**src/design/hmd_pkg.sv**
```systemverilog
package hmd_pkg;
   // register byte offsets
   localparam logic [7:0] OFS_HEADER    = 8'h00;
   localparam logic [7:0] OFS_CTRL      = 8'h04;
   localparam logic [7:0] OFS_PARAM     = 8'h08;
   localparam logic [7:0] OFS_STATUS    = 8'h0C;
   localparam logic [7:0] OFS_DECODE    = 8'h10;
   localparam logic [7:0] OFS_ACK       = 8'h14;
   localparam logic [7:0] OFS_PUMP      = 8'h18;
   localparam logic [7:0] OFS_SLOT      = 8'h1C;
   localparam logic [7:0] OFS_EVENT     = 8'h20;
   // header fields
   localparam int PATH_HI = 7;
   localparam int PATH_LO = 6;
   localparam int TYPE_HI = 5;
   localparam int TYPE_LO = 2;
   localparam int BLK_HI  = 1;
   localparam int BLK_LO  = 0;
   localparam logic [1:0] PATH_TEST = 2'b00;
   localparam logic [1:0] PATH_ONE  = 2'b01;
   localparam logic [1:0] PATH_TWO  = 2'b10;
   localparam logic [1:0] BLK_BUFFER = 2'b00;
   localparam logic [1:0] BLK_SFU    = 2'b01;
   localparam logic [1:0] BLK_PUMP   = 2'b10;
   localparam logic [1:0] BLK_SLOT   = 2'b11;
   localparam logic [3:0] TYP_CFG_REQ  = 4'h1;
   localparam logic [3:0] TYP_STAT_REQ = 4'h3;
   localparam logic [3:0] TYP_CFG_SET  = 4'h9;
   localparam logic [3:0] TYP_CTRL     = 4'hA;
   localparam logic [5:0] CODE_CTRL_TX = 6'h20;
   // test path codes
   localparam logic [5:0] T_CFG_SET   = 6'h3C;
   localparam logic [5:0] T_CTRL      = 6'h3E;
   localparam logic [5:0] T_STAT_REQ  = 6'h1D;
   localparam logic [5:0] T_WAIT_CFG  = 6'h27;
   localparam logic [5:0] T_TIMER_CFG = 6'h25;
   localparam logic [5:0] T_SELFTEST  = 6'h05;
   localparam logic [5:0] T_CHIP_VER  = 6'h14;
   localparam logic [5:0] T_KEY       = 6'h02;
   localparam logic [5:0] T_PROG      = 6'h1E;
   localparam logic [5:0] T_START     = 6'h08;
   // answer headers
   localparam logic [7:0] ANS_INVALID = 8'h3F;
   localparam logic [3:0] ANS_CFG     = 4'h9;
   localparam logic [3:0] ANS_EVENT   = 4'hA;
   localparam logic [3:0] ANS_STATUS  = 4'hB;
   localparam logic [7:0] ANS_T_STAT  = 8'h3D;
   // decoded message classes
   typedef enum logic [3:0] {
      HMD_NONE, HMD_CFG_REQ, HMD_STAT_REQ, HMD_CFG_SET, HMD_CTRL,
      HMD_CTRL_TX, HMD_WAIT_CFG, HMD_TIMER_CFG, HMD_SELFTEST,
      HMD_CHIP_VER, HMD_KEY, HMD_PROG, HMD_START, HMD_INVALID
   } hmd_class_t;
   localparam int PARAM_DEPTH = 64;
endpackage

```
**src/design/hmd_classify.sv**
```systemverilog
module hmd_classify (
   // header in
   input  wire logic [7:0]         header,
   input  wire logic               started,
   // decode out
   output hmd_pkg::hmd_class_t     msg_class,
   output logic [1:0]              target_block
);
   logic [1:0] path_select;
   logic [3:0] message_type;
   logic [5:0] code;
   always_comb begin
      path_select  = header[hmd_pkg::PATH_HI:hmd_pkg::PATH_LO];
      message_type = header[hmd_pkg::TYPE_HI:hmd_pkg::TYPE_LO];
      code         = header[hmd_pkg::TYPE_HI:hmd_pkg::BLK_LO];
      target_block = header[hmd_pkg::BLK_HI:hmd_pkg::BLK_LO];
      msg_class    = hmd_pkg::HMD_INVALID;
      if (path_select == hmd_pkg::PATH_ONE ||
          path_select == hmd_pkg::PATH_TWO) begin
         if (code == hmd_pkg::CODE_CTRL_TX) begin
            msg_class = hmd_pkg::HMD_CTRL_TX;
         end else begin
            unique case (message_type)
               hmd_pkg::TYP_CFG_REQ:  msg_class = hmd_pkg::HMD_CFG_REQ;
               hmd_pkg::TYP_STAT_REQ: msg_class = hmd_pkg::HMD_STAT_REQ;
               hmd_pkg::TYP_CFG_SET:  msg_class = hmd_pkg::HMD_CFG_SET;
               hmd_pkg::TYP_CTRL:     msg_class = hmd_pkg::HMD_CTRL;
               default:               msg_class = hmd_pkg::HMD_INVALID;
            endcase
         end
      end else if (path_select == hmd_pkg::PATH_TEST) begin
         // whole six bits are one code here
         unique case (code)
            hmd_pkg::T_CFG_SET:   msg_class = hmd_pkg::HMD_CFG_SET;
            hmd_pkg::T_CTRL:      msg_class = hmd_pkg::HMD_CTRL;
            hmd_pkg::T_STAT_REQ:  msg_class = hmd_pkg::HMD_STAT_REQ;
            hmd_pkg::T_WAIT_CFG:  msg_class = hmd_pkg::HMD_WAIT_CFG;
            hmd_pkg::T_TIMER_CFG: msg_class = hmd_pkg::HMD_TIMER_CFG;
            hmd_pkg::T_SELFTEST:  msg_class = hmd_pkg::HMD_SELFTEST;
            hmd_pkg::T_CHIP_VER:  msg_class = started ?
               hmd_pkg::HMD_INVALID : hmd_pkg::HMD_CHIP_VER;
            hmd_pkg::T_KEY:       msg_class = started ?
               hmd_pkg::HMD_INVALID : hmd_pkg::HMD_KEY;
            hmd_pkg::T_PROG:      msg_class = started ?
               hmd_pkg::HMD_INVALID : hmd_pkg::HMD_PROG;
            hmd_pkg::T_START:     msg_class = started ?
               hmd_pkg::HMD_INVALID : hmd_pkg::HMD_START;
            default:              msg_class = hmd_pkg::HMD_INVALID;
         endcase
      end
   end
endmodule

```
**src/design/hmd_decoder.sv**
```systemverilog
// How it works
// header byte, then control high, then low
// parameter bytes follow the three header bytes
// top two header bits choose the path
// low two bits choose target block
// bits five to two give message type
// code 100000 means control with transmit data
// path zero reads six bits as one code
// path zero decodes ten listed test codes
// download codes valid only before program start
// pump status request returns mode and direction
// pump events reported to host as status
// timeslot setup stores length and position
// configuration request answered with current settings
// host clears read pointer before mailbox reads
// host clearing acknowledge releases whole mailbox; the code clears only ack and keeps the answer byte
// unlisted header answered invalid on path zero
//
// Our own choices: register access over AHB-Lite and the register addresses.
module hmd_decoder #(
   parameter int DEPTH = hmd_pkg::PARAM_DEPTH
) (
   // clock and reset
   input  wire logic        hclk,
   input  wire logic        hresetn,
   // ahb-lite slave
   input  wire logic        hsel,
   input  wire logic [7:0]  haddr,
   input  wire logic [1:0]  htrans,
   input  wire logic        hwrite,
   input  wire logic [2:0]  hsize,
   input  wire logic [31:0] hwdata,
   input  wire logic        hready,
   output logic [31:0]      hrdata,
   output logic             hreadyout,
   output logic             hresp,
   // pump event input from the data pump
   input  wire logic        pump_event,
   input  wire logic [7:0]  pump_event_code,
   // decoded message out
   output logic             msg_valid,
   output logic [7:0]       msg_class_out,
   output logic [1:0]       msg_path,
   output logic [1:0]       msg_block,
   output logic             program_started
);
   typedef enum logic [1:0] {
      HMD_WAIT_HDR, HMD_WAIT_HI, HMD_WAIT_LO, HMD_PARAMS
   } hmd_state_t;

   // bus address phase capture
   logic       ap_wr;
   logic       ap_rd;
   logic [7:0] ap_addr;
   logic       next_ap_wr;
   logic       next_ap_rd;
   logic [7:0] next_ap_addr;

   // framing state
   hmd_state_t state;
   hmd_state_t next_state;
   logic [7:0] header;
   logic [7:0] next_header;
   logic [7:0] ctrl_hi;
   logic [7:0] next_ctrl_hi;
   logic [7:0] param_count;
   logic [7:0] next_param_count;
   logic [7:0] param_idx;
   logic [7:0] next_param_idx;
   logic [7:0] params [DEPTH];
   logic       pwr_en;
   logic [5:0] pwr_idx;

   // answer mailbox and device state
   logic [7:0] answer;
   logic [7:0] next_answer;
   logic       ack;
   logic       next_ack;
   logic       started;
   logic       next_started;
   logic [7:0] pump_mode;
   logic [7:0] next_pump_mode;
   logic [7:0] slot_cfg;
   logic [7:0] next_slot_cfg;
   logic [7:0] event_code;
   logic [7:0] next_event_code;
   logic       valid_q;
   logic       next_valid;
   logic [7:0] cls_q;
   logic [7:0] next_cls;

   hmd_pkg::hmd_class_t cls;
   logic [1:0]          blk;

   hmd_classify u_classify (
      .header       (header),
      .started      (started),
      .msg_class    (cls),
      .target_block (blk)
   );

   logic wr_now;
   logic [7:0] wbyte;
   always_comb begin
      next_ap_wr   = hsel && hready && htrans[1] && hwrite;
      next_ap_rd   = hsel && hready && htrans[1] && !hwrite;
      next_ap_addr = hready ? haddr : ap_addr;
      if (!hready) begin
         next_ap_wr = ap_wr;
         next_ap_rd = ap_rd;
      end
   end

   always_ff @(posedge hclk or negedge hresetn) begin
      if (!hresetn) begin
         ap_wr   <= 1'b0;
         ap_rd   <= 1'b0;
         ap_addr <= 8'h00;
      end else begin
         ap_wr   <= next_ap_wr;
         ap_rd   <= next_ap_rd;
         ap_addr <= next_ap_addr;
      end
   end

   assign hreadyout = 1'b1;
   assign hresp     = 1'b0;
   assign wr_now    = ap_wr;
   assign wbyte     = hwdata[7:0];

   always_comb begin
      next_state       = state;
      next_header      = header;
      next_ctrl_hi     = ctrl_hi;
      next_param_count = param_count;
      next_param_idx   = param_idx;
      next_answer      = answer;
      next_ack         = ack;
      next_started     = started;
      next_pump_mode   = pump_mode;
      next_slot_cfg    = slot_cfg;
      next_event_code  = event_code;
      next_valid       = 1'b0;
      next_cls         = cls_q;
      pwr_en           = 1'b0;
      pwr_idx          = param_idx[5:0];
      // event set beats the host clear of the acknowledge
      if (wr_now && ap_addr == hmd_pkg::OFS_ACK && !wbyte[0]) begin
         next_ack = 1'b0;
      end
      if (pump_event) begin
         next_event_code = pump_event_code;
         next_answer     = {hmd_pkg::PATH_ONE, hmd_pkg::ANS_EVENT,
                            hmd_pkg::BLK_PUMP};
         next_ack        = 1'b1;
      end
      if (wr_now) begin
         unique case (state)
            HMD_WAIT_HDR: if (ap_addr == hmd_pkg::OFS_HEADER) begin
               next_header = wbyte;
               next_state  = HMD_WAIT_HI;
            end
            HMD_WAIT_HI: if (ap_addr == hmd_pkg::OFS_CTRL) begin
               next_ctrl_hi = wbyte;
               next_state   = HMD_WAIT_LO;
            end
            HMD_WAIT_LO: if (ap_addr == hmd_pkg::OFS_CTRL) begin
               next_param_count = wbyte;
               next_param_idx   = 8'h00;
               next_state       = (wbyte == 8'h00) ? HMD_WAIT_HDR
                                                   : HMD_PARAMS;
               next_valid       = (wbyte == 8'h00);
            end
            HMD_PARAMS: if (ap_addr == hmd_pkg::OFS_PARAM) begin
               pwr_en         = 1'b1;
               next_param_idx = param_idx + 8'h01;
               if (param_idx + 8'h01 == param_count) begin
                  next_state = HMD_WAIT_HDR;
                  next_valid = 1'b1;
               end
            end
         endcase
      end
      if (next_valid) begin
         next_cls = {4'h0, cls};
         unique case (cls)
            hmd_pkg::HMD_START: next_started = 1'b1;
            hmd_pkg::HMD_INVALID: begin
               next_answer = hmd_pkg::ANS_INVALID;
               next_ack    = 1'b1;
            end
            hmd_pkg::HMD_CFG_REQ: begin
               next_answer = {header[7:6], hmd_pkg::ANS_CFG, blk};
               next_ack    = 1'b1;
            end
            hmd_pkg::HMD_STAT_REQ: begin
               next_answer = (header[7:6] == hmd_pkg::PATH_TEST) ?
                  hmd_pkg::ANS_T_STAT :
                  {header[7:6], hmd_pkg::ANS_STATUS, blk};
               next_ack    = 1'b1;
            end
            hmd_pkg::HMD_CFG_SET: begin
               if (blk == hmd_pkg::BLK_SLOT) begin
                  next_slot_cfg = ctrl_hi;
               end else if (blk == hmd_pkg::BLK_PUMP) begin
                  next_pump_mode = ctrl_hi;
               end
            end
            default: begin
            end
         endcase
      end
   end

   always_ff @(posedge hclk or negedge hresetn) begin
      if (!hresetn) begin
         state       <= HMD_WAIT_HDR;
         header      <= 8'h00;
         ctrl_hi     <= 8'h00;
         param_count <= 8'h00;
         param_idx   <= 8'h00;
         answer      <= 8'h00;
         ack         <= 1'b0;
         started     <= 1'b0;
         pump_mode   <= 8'h00;
         slot_cfg    <= 8'h00;
         event_code  <= 8'h00;
         valid_q     <= 1'b0;
         cls_q       <= 8'h00;
      end else begin
         state       <= next_state;
         header      <= next_header;
         ctrl_hi     <= next_ctrl_hi;
         param_count <= next_param_count;
         param_idx   <= next_param_idx;
         answer      <= next_answer;
         ack         <= next_ack;
         started     <= next_started;
         pump_mode   <= next_pump_mode;
         slot_cfg    <= next_slot_cfg;
         event_code  <= next_event_code;
         valid_q     <= next_valid;
         cls_q       <= next_cls;
      end
   end

   // parameter store, no reset needed for data
   always_ff @(posedge hclk) begin
      if (pwr_en) begin
         params[pwr_idx] <= wbyte;
      end
   end

   always_comb begin
      hrdata = 32'h0000_0000;
      if (ap_rd) begin
         unique case (ap_addr)
            hmd_pkg::OFS_HEADER: hrdata = {24'h0, header};
            hmd_pkg::OFS_CTRL:   hrdata = {16'h0, ctrl_hi, param_count};
            hmd_pkg::OFS_PARAM:  hrdata = {24'h0, params[param_idx[5:0]]};
            hmd_pkg::OFS_STATUS: hrdata = {22'h0, started, ack,
                                           param_idx[5:0], state};
            hmd_pkg::OFS_DECODE: hrdata = {24'h0, cls_q};
            hmd_pkg::OFS_ACK:    hrdata = {23'h0, ack, answer};
            hmd_pkg::OFS_PUMP:   hrdata = {24'h0, pump_mode};
            hmd_pkg::OFS_SLOT:   hrdata = {24'h0, slot_cfg};
            hmd_pkg::OFS_EVENT:  hrdata = {24'h0, event_code};
            default:             hrdata = 32'h0000_0000;
         endcase
      end
   end

   assign msg_valid       = valid_q;
   assign msg_class_out   = cls_q;
   assign msg_path        = header[7:6];
   assign msg_block       = header[1:0];
   assign program_started = started;

   hdr_order_a: assert property (@(posedge hclk) disable iff (!hresetn)
      (state == HMD_WAIT_HI && $past(state) != HMD_WAIT_HI)
      |-> $past(wr_now))
      else $error("control byte stage without prior write");
   param_cnt_a: assert property (@(posedge hclk) disable iff (!hresetn)
      (state == HMD_PARAMS) |-> (param_idx < param_count))
      else $error("parameter index overran count");
   dl_block_a: assert property (@(posedge hclk) disable iff (!hresetn)
      (started && header[7:6] == 2'b00 && header[5:0] == 6'h08)
      |-> cls == hmd_pkg::HMD_INVALID)
      else $error("download code accepted after start");
   invalid_ans_a: assert property (@(posedge hclk) disable iff (!hresetn)
      (next_valid && cls == hmd_pkg::HMD_INVALID && !pump_event)
      |=> (answer == 8'h3F && ack))
      else $error("invalid header not answered");
   tx_code_a: assert property (@(posedge hclk) disable iff (!hresetn)
      (header[7] != header[6] && header[5:0] == hmd_pkg::CODE_CTRL_TX)
      |-> cls == hmd_pkg::HMD_CTRL_TX)
      else $error("transmit code not recognised");
   cfg_ans_a: assert property (@(posedge hclk) disable iff (!hresetn)
      (next_valid && cls == hmd_pkg::HMD_CFG_REQ && !pump_event)
      |=> (ack && answer[5:2] == 4'h9))
      else $error("config request unanswered");
   slot_set_a: assert property (@(posedge hclk) disable iff (!hresetn)
      (next_valid && cls == hmd_pkg::HMD_CFG_SET && blk == 2'b11)
      |=> slot_cfg == $past(ctrl_hi))
      else $error("timeslot setup not stored");
   event_a: assert property (@(posedge hclk) disable iff (!hresetn)
      pump_event |=> (ack && event_code == $past(pump_event_code)))
      else $error("pump event not posted");
endmodule

```
**config.mk**
```make
export PLATFORM = sky130hd
export DESIGN_NAME = hmd_decoder
export DESIGN_NICKNAME = d
export VERILOG_FILES = /design/src/design/hmd_pkg.sv /design/src/design/hmd_classify.sv /design/src/design/hmd_decoder.sv
export SDC_FILE = /design/constraint.sdc
export NUM_CORES = 1
export LEC_CHECK = 0
export BUFFER_PORTS_ARGS = -buffer_cell sky130_fd_sc_hd__buf_2
export CORE_MARGIN = 1
export CORE_UTILIZATION = 40
export CTS_CLUSTER_SIZE = 8
export DETAILED_ROUTE_END_ITERATION = 8
export GPL_ROUTABILITY_DRIVEN = 0
export HOLD_SLACK_MARGIN = 0.1
export SLEW_MARGIN = 20
export SYNTH_ARGS = -nofsm -noshare
export SYNTH_HDL_FRONTEND = slang
export SYNTH_SLANG_ARGS = --single-unit
```
**constraint.sdc**
```tcl
create_clock -name hclk -period 2.77 [get_ports hclk]
set_input_delay 0 -clock hclk [delete_from_list [all_inputs] [get_ports hclk]]
set_output_delay 0 -clock hclk [all_outputs]
set_load 0.1 [all_outputs]
```
==> flow_metrics.tcl, run 1 <==
set metrics [dict create \
    synth_warnings 0 \
    worstSetupEndpointType "output port" \
    io_buffers 56 \
    min_period_ns 3.47 \
    status "finished with violations" \
    first_pass_iters 5 \
    startpoint "param_idx[1]$_DFFE_PN0P_" \
    syn_avg_cell_area_um2 15.5 \
    tightest_slew_ns 0.865 \
    die_w_um 246 \
    final_nets 2009 \
    power.density_mw_per_mm2 638 \
    slew_viol_final 0 \
    clock-skew-final_ns 0.0235 \
    min-delay-start "hwdata[7]" \
    synth_edf_count 512 \
    synth.largest_area_cell "edfxtp_1" \
    final-hold-violation-count 0 \
    start_util 0.405 \
    grt_usage 0.234 \
    fin_ws_ns -0.700 \
    cts.clk_slew.worst_paths_ns 0.05 \
    critPathArrivalTime_ns 3.47 \
    crit_fanout 7 \
    clockRootBuffer "clkbuf_16" \
    cts_tree "yes" \
    final_util 0.537 \
    drt-initial-drc-count 1380 \
    grt_pass1_vias 16132 \
    syn_inst 1542 \
    max-cap-violations 0 \
    min_path_type "input port to register" \
    die-area_mm2 0.0607 \
    post_drt_via_cell_ratio 5.85 \
    cts_buffers 84 \
    grt_pass1_wl_um 104000 \
    yosys-top-cells-area "edfxtp_1 (64%), dfrtp_1 (8.7%), a22oi_1 (4.0%)" \
    drc 0 \
    setup_viol 17 \
    placed_area_mm2 0.0272 \
    fmax_ghz 0.288 \
    period_share 1.25 \
    area_delta_synth_final_pct 32.8 \
    antenna_found_initial 4 \
    clk_latency_ns 0.63 \
    highest_layer "met5" \
    rsz0062_at_grt "yes" \
    final_cell_mix "edfxtp_1 (512), buf_4 (254), a22oi_1 (113)" \
    met1_length_um 28900 \
    ys_types 74 \
    relSlewSlack 0.423 \
    grt_max_degree 69 \
    die_y_um 246 \
    clock_path_buffers 3 \
    yosys_most_used_dff "edfxtp_1" \
    yosysSeqAreaShare 0.731 \
    clock_sinks 595 \
    overflow 0 \
    power.leakage_nw 10.9 \
    met3_length_um 5340 \
    htree_num_levels 3 \
    synth_top_area_share 0.644 \
    final_layout_size_suffix_gt1_frac 0.353 \
    violations "setup timing" \
    total_power_w 0.0202 \
    dr_total_vias 16126 \
    final_common_cell "edfxtp_1" \
    crit_required_ns 2.77 \
    critPathLaunchType "register" \
    antenna_cells 0 \
    yosys_register_bits 595 \
    io_pins 107 \
    wl_met2_um 34600 \
    r2r-start "param_idx[1]$_DFFE_PN0P_" \
    peakVddDrop_v 0.000451 \
    netlist_area_mm2 0.0239 \
    core_region_area_mm2 0.0590 \
    routed_wl_um 71000 \
    stdcell_area_mm2 0.0317 \
    avgRoutedWirePerCell_um 25.8 \
    rows 89 \
    ant_nets 0 \
    path_class "register to output port" \
    dp_hpwl_um 45300 \
    synth-async-reset-ratio 0.139 \
]
## registers in the layout, indices dropped and copies added, names as in the netlist
name and flops:
ap_wr 1, param_idx 8, msg_valid 1, ap_rd 1, event_code 8, ap_addr 8, state 2, msg_class_out 4
ack 1, program_started 1, answer 8, header 8, ctrl_hi 8, params 512, param_count 8, slot_cfg 8
pump_mode 8
## final timing paths
kind                                                  end  slack (ns)  depth (start not counted)
worst min register to register        answer[5]$_DFF_PN0_        0.48                          1
worst max-delay path                            hrdata[3]       -0.70                         10
min in group asynchronous       event_code[2]$_DFFE_PN0P_        0.51                          4
max in group asynchronous        param_idx[1]$_DFFE_PN0P_        1.99                          4
worst min-delay path               params[0][7]$_DFFE_PP_        0.12                          2
worst max register to register    slot_cfg[3]$_DFFE_PN0P_       -0.16                         12
## critical path, stage by stage (launching register included)
cell,delay [ns]
dfrtp_2,0.48
nor3b_4,0.21
buf_4,0.14
a22o_1,0.19
a221oi_2,0.17
a31oi_1,0.14
or4_4,0.54
or4_4,0.48
o21ai_4,0.16
a31oi_4,0.12
buf_12,0.20
## layout make-up
type / instances / area (um^2)
fillers: 4655 / 27300
clock inverters: 6 / 139
multi-input cells: 832 / 6980
clock buffers: 117 / 2270
flip-flops and latches: 595 / 17500
inverters: 11 / 41.3
repair buffers: 424 / 3850
well taps: 773 / 967
## cell usage after synthesis (8+ instances only)
| library cell | n |
|---|---|
| edfxtp_1 | 512 |
| a22oi_1 | 127 |
| nor2_1 | 100 |
| dfrtp_1 | 83 |
| a31oi_1 | 71 |
| a22o_1 | 68 |
| a221oi_1 | 67 |
| mux2_2 | 61 |
| clkbuf_1 | 48 |
| nand2_1 | 47 |
| o21ai_0 | 39 |
| buf_2 | 29 |
| buf_4 | 29 |
| nand3_1 | 24 |
| buf_1 | 17 |
| mux2i_1 | 17 |
| nor3_1 | 17 |
| a21oi_1 | 16 |
| nand2b_1 | 13 |
| or4_1 | 12 |
| inv_1 | 11 |
| and3_1 | 10 |
| nor4_1 | 8 |
| xnor2_1 | 8 |
## where the power goes
part | switching (W) | leakage [nW] | internal [W]
sequential | 0.0000495 | 5.63 | 0.00980
combinational | 0.000632 | 4.15 | 0.000347
clock | 0.00367 | 1.15 | 0.00572
total | 0.00435 | 10.9 | 0.0159
## metrics by stage
step                      TNS [ns]  hold slack, ns  instances  setup WS, ns
after floorplan             -0.110          -0.296       1562       -0.0402
after global placement      -26.43          0.0640       2557        -0.484
after detailed placement    -30.71          0.0550       2557        -0.492
after CTS                    -6.42           0.109       2739        -0.690
after global routing         -9.08           0.132       2758        -0.776
final                        -6.35           0.120       2758        -0.700
## timing repair
item / 4_1_cts / 5_1_grt
gates cloned: 1 / 1
pin swaps: 40 / 58
hold buffers: 48 / 0
resized for setup: 165 / 97
endpoints found under the hold margin: 164 / 0
buffers inserted: 12 / 21
endpoints found under the setup margin: 223 / 76
## kinds of logic (layout without fill, tap and decap cells)
logic type / count (synthesis) / after routing / share of synthesized area
AOI/OAI and AO/OA: 433 / 433 / 0.137
xor gates and xnor gates: 13 / 13 / 0.00477
adders and majority gates: 2 / 2 / 0.00105
buffers and inverters: 135 / 558 / 0.0276
DFF: 595 / 595 / 0.731
muxes: 79 / 79 / 0.0368
other: 2 / 22 / 0.000315
and+or+nand+nor: 283 / 283 / 0.0618
## layer usage
layer,vias to the layer above,track usage
li1,7013,-
met1,8245,0.305
met2,707,0.382
met3,157,0.0524
met4,4,0.0848
met5,-,0
Note: power is estimated with default switching activity, not from simulation.
==> inputs of run 2 (changes only) <==
SYNTH_HIERARCHICAL = 1   (was unset)
clock period = 3.4 ns   (was 2.77 ns; I/O delays follow)
==> run 2 against run 1 <==
- the flow still finishes with violations (setup timing)
- sequential share of layout area up 0.67 points
- flip-flop and latch count unchanged
- clock skew up 0.0089 ns
- clock power down 19%
- first-iteration DRC count up 47%
- cell count up 1.5%
- non-clock buffer count down 97
- worst hold slack about the same
- routed wire length up 8.1%
- critical path depth down 1
- core utilization down 3.2 points
==> flow_metrics.tcl, run 2 <==
set metrics [dict create \
    power.leakage_nw 10.8 \
    synth.largest_area_cell "edfxtp_1" \
    die-area_mm2 0.0642 \
    setup_viol 2 \
    cts_tree "yes" \
    regMostFlops "params" \
    io_buffers 56 \
    yosys_most_used_dff "edfxtp_1" \
    yosys-top-cells-area "edfxtp_1 (61%), dfrtp_1 (8.2%), mux2_2 (4.1%)" \
    synth-async-reset-ratio 0.139 \
    antenna_found_initial 1 \
    final-hold-violation-count 0 \
    routed_wl_um 76800 \
    drt-initial-drc-count 2034 \
    synth_top_cells_by_count "edfxtp_1 (512), nor2_1 (112), mux2_2 (92)" \
    clk_latency_ns 0.64 \
    syn_inst 1649 \
    max-cap-violations 0 \
    fmax_ghz 0.284 \
    min_path_type "input port to register" \
    core_region_area_mm2 0.0621 \
    grt_usage 0.238 \
    placed_area_mm2 0.0276 \
    seqCellArea_mm2 0.0175 \
    yosysSeqAreaShare 0.691 \
    violations "setup timing" \
    grt_pass1_wl_um 110000 \
    grt_pass1_vias 16286 \
    relSlewSlack 0.411 \
    start_util 0.407 \
    multiInputGateArea_mm2 0.00748 \
    overflow 0 \
    area_delta_synth_final_pct 24.0 \
    avgRoutedWirePerCell_um 27.4 \
    rows 91 \
    dp_cells 2618 \
    pre_cts_ws_ns -0.000807 \
    critPathArrivalTime_ns 3.52 \
    period_share 1.04 \
    power.density_mw_per_mm2 517 \
    clock-skew-final_ns 0.0324 \
    fin_ws_ns -0.121 \
    rsz0062_at_grt "yes" \
    post_drt_via_cell_ratio 5.89 \
    num-fill-cells 5144 \
    slew_viol_final 0 \
    cts.clk_slew.worst_paths_ns 0.05 \
    path_class "register to output port" \
    ant_nets 0 \
    fin_cells 2799 \
    dr_total_vias 16486 \
    worstSetupEndpointType "output port" \
    die_w_um 253 \
    first_pass_iters 8 \
    ys_types 91 \
    io_pins 107 \
    largest_reg_flops 512 \
    grt_max_degree 84 \
    dp_hpwl_um 46900 \
    synth_most_common_cell "edfxtp_1" \
    htree_num_levels 3 \
    stdcell_area_mm2 0.0313 \
    netlist_area_mm2 0.0253 \
    clockRootBuffer "clkbuf_16" \
    whs_ns 0.120 \
    crit_fanout 22 \
    drc 0 \
    cts_buffers 84 \
    final_layout_size_suffix_gt1_frac 0.300 \
    synth_top_area_share 0.609 \
    synth_edf_count 512 \
    die_y_um 253 \
    syn_avg_cell_area_um2 15.3 \
    min_period_ns 3.52 \
    crit_required_ns 3.40 \
    clock_sinks 595 \
    tightest_slew_ns 0.883 \
    antenna_cells 0 \
    critPathLaunchType "register" \
    synth_warnings 6 \
    status "finished with violations" \
    peakVddDrop_v 0.000438 \
    final_cell_mix "edfxtp_1 (512), buf_4 (190), nor2_1 (111)" \
    final_common_cell "edfxtp_1" \
    final_nets 2004 \
    clock_path_buffers 3 \
    yosys_register_bits 595 \
]
-- run 2: cell types whose count changed in the layout (fill, tap and decap cells not counted), sizes merged, moves of 16 or more --
| cell | previous run | this run |
|---|---|---|
| a31oi | 71 | 21 |
| a221oi | 67 | 45 |
| mux2i | 17 | 68 |
| buf | 376 | 270 |
| a22oi | 127 | 35 |
| a221o | 0 | 16 |
| mux2 | 61 | 100 |
| a21oi | 16 | 43 |
| nand2 | 48 | 89 |
| mux4 | 1 | 41 |
| o22ai | 2 | 22 |
| a22o | 68 | 18 |
-- run 2: power by group --
part | internal, W | total [W] | switching [W]
combinational | 0.000178 | 0.000594 | 0.000416
clock | 0.00457 | 0.00758 | 0.00301
sequential | 0.00798 | 0.00804 | 0.0000586
-- run 2: critical path: stages (launching register included) --
cell	delay, ns
dfrtp_4	0.50
buf_16	0.22
mux4_2	0.55
nand2_1	0.13
a21oi_2	0.14
or3_4	0.43
o41ai_2	0.37
buf_4	0.20
a31oi_2	0.12
buf_6	0.21
-- run 2: cells by family after synthesis --
kind of cell | count (synthesis) | share of synthesized area
muxes | 209 | 0.109
other | 2 | 0.000297
DFF | 595 | 0.691
adders and majority gates | 2 | 0.000990
buffers and inverters | 151 | 0.0302
xor gates and xnor gates | 17 | 0.00589
and+or+nand+nor | 350 | 0.0687
AOI/OAI and AO/OA | 323 | 0.0939
-- run 2: metrics by stage --
stage                     total power (W)   TNS [ns]   util
final                              0.0162     -0.198  0.505
after global routing               0.0166     -0.447  0.505
after CTS                          0.0163     -0.232  0.498
after detailed placement          0.00870  -0.000807  0.445
after global placement            0.00869    -0.0333  0.445
after floorplan                   0.00848     -0.358      -
-- run 2: final cells by class --
class,instances,area share
inverter,12,0.00144
tap,837,0.0334
clock buffer,100,0.0714
clock inverter,5,0.00320
sequential,595,0.557
timing repair buffer,327,0.0942
multi-input combinational,923,0.239
-- run 2: what timing repair did --
| item | 4_1_cts | 5_1_grt |
|---|---|---|
| cloned | 5 | 3 |
| buffers inserted | 6 | 12 |
| hold buffers | 49 | 1 |
| endpoints found under the hold margin | 118 | 27 |
| resized for setup | 47 | 48 |
| endpoints found under the setup margin | 8 | 24 |
| pin swaps | 8 | 4 |
-- run 2: path summary, 6_finish.rpt --
path,start,end,slack (ns),cells past startpoint
max in group asynchronous,hresetn,param_idx[1]$_DFFE_PN0P_,2.27,3
min in group asynchronous,hresetn,msg_valid$_DFF_PN0_,0.55,3
max reg2reg,param_idx[1]$_DFFE_PN0P_,pump_mode[1]$_DFFE_PN0P_,0.07,9
min,hwdata[0],params[40][0]$_DFFE_PP_,0.12,2
min reg2reg,answer[5]$_DFF_PN0_,answer[5]$_DFF_PN0_,0.48,1
max,param_idx[0]$_DFFE_PN0P_,hrdata[2],-0.12,9
-- run 2: per-layer routing --
layer	wire length, um	GRT usage
met1	31400	0.325
met2	35700	0.376
met3	6850	0.0480
met4	2830	0.0871
met5	11	0
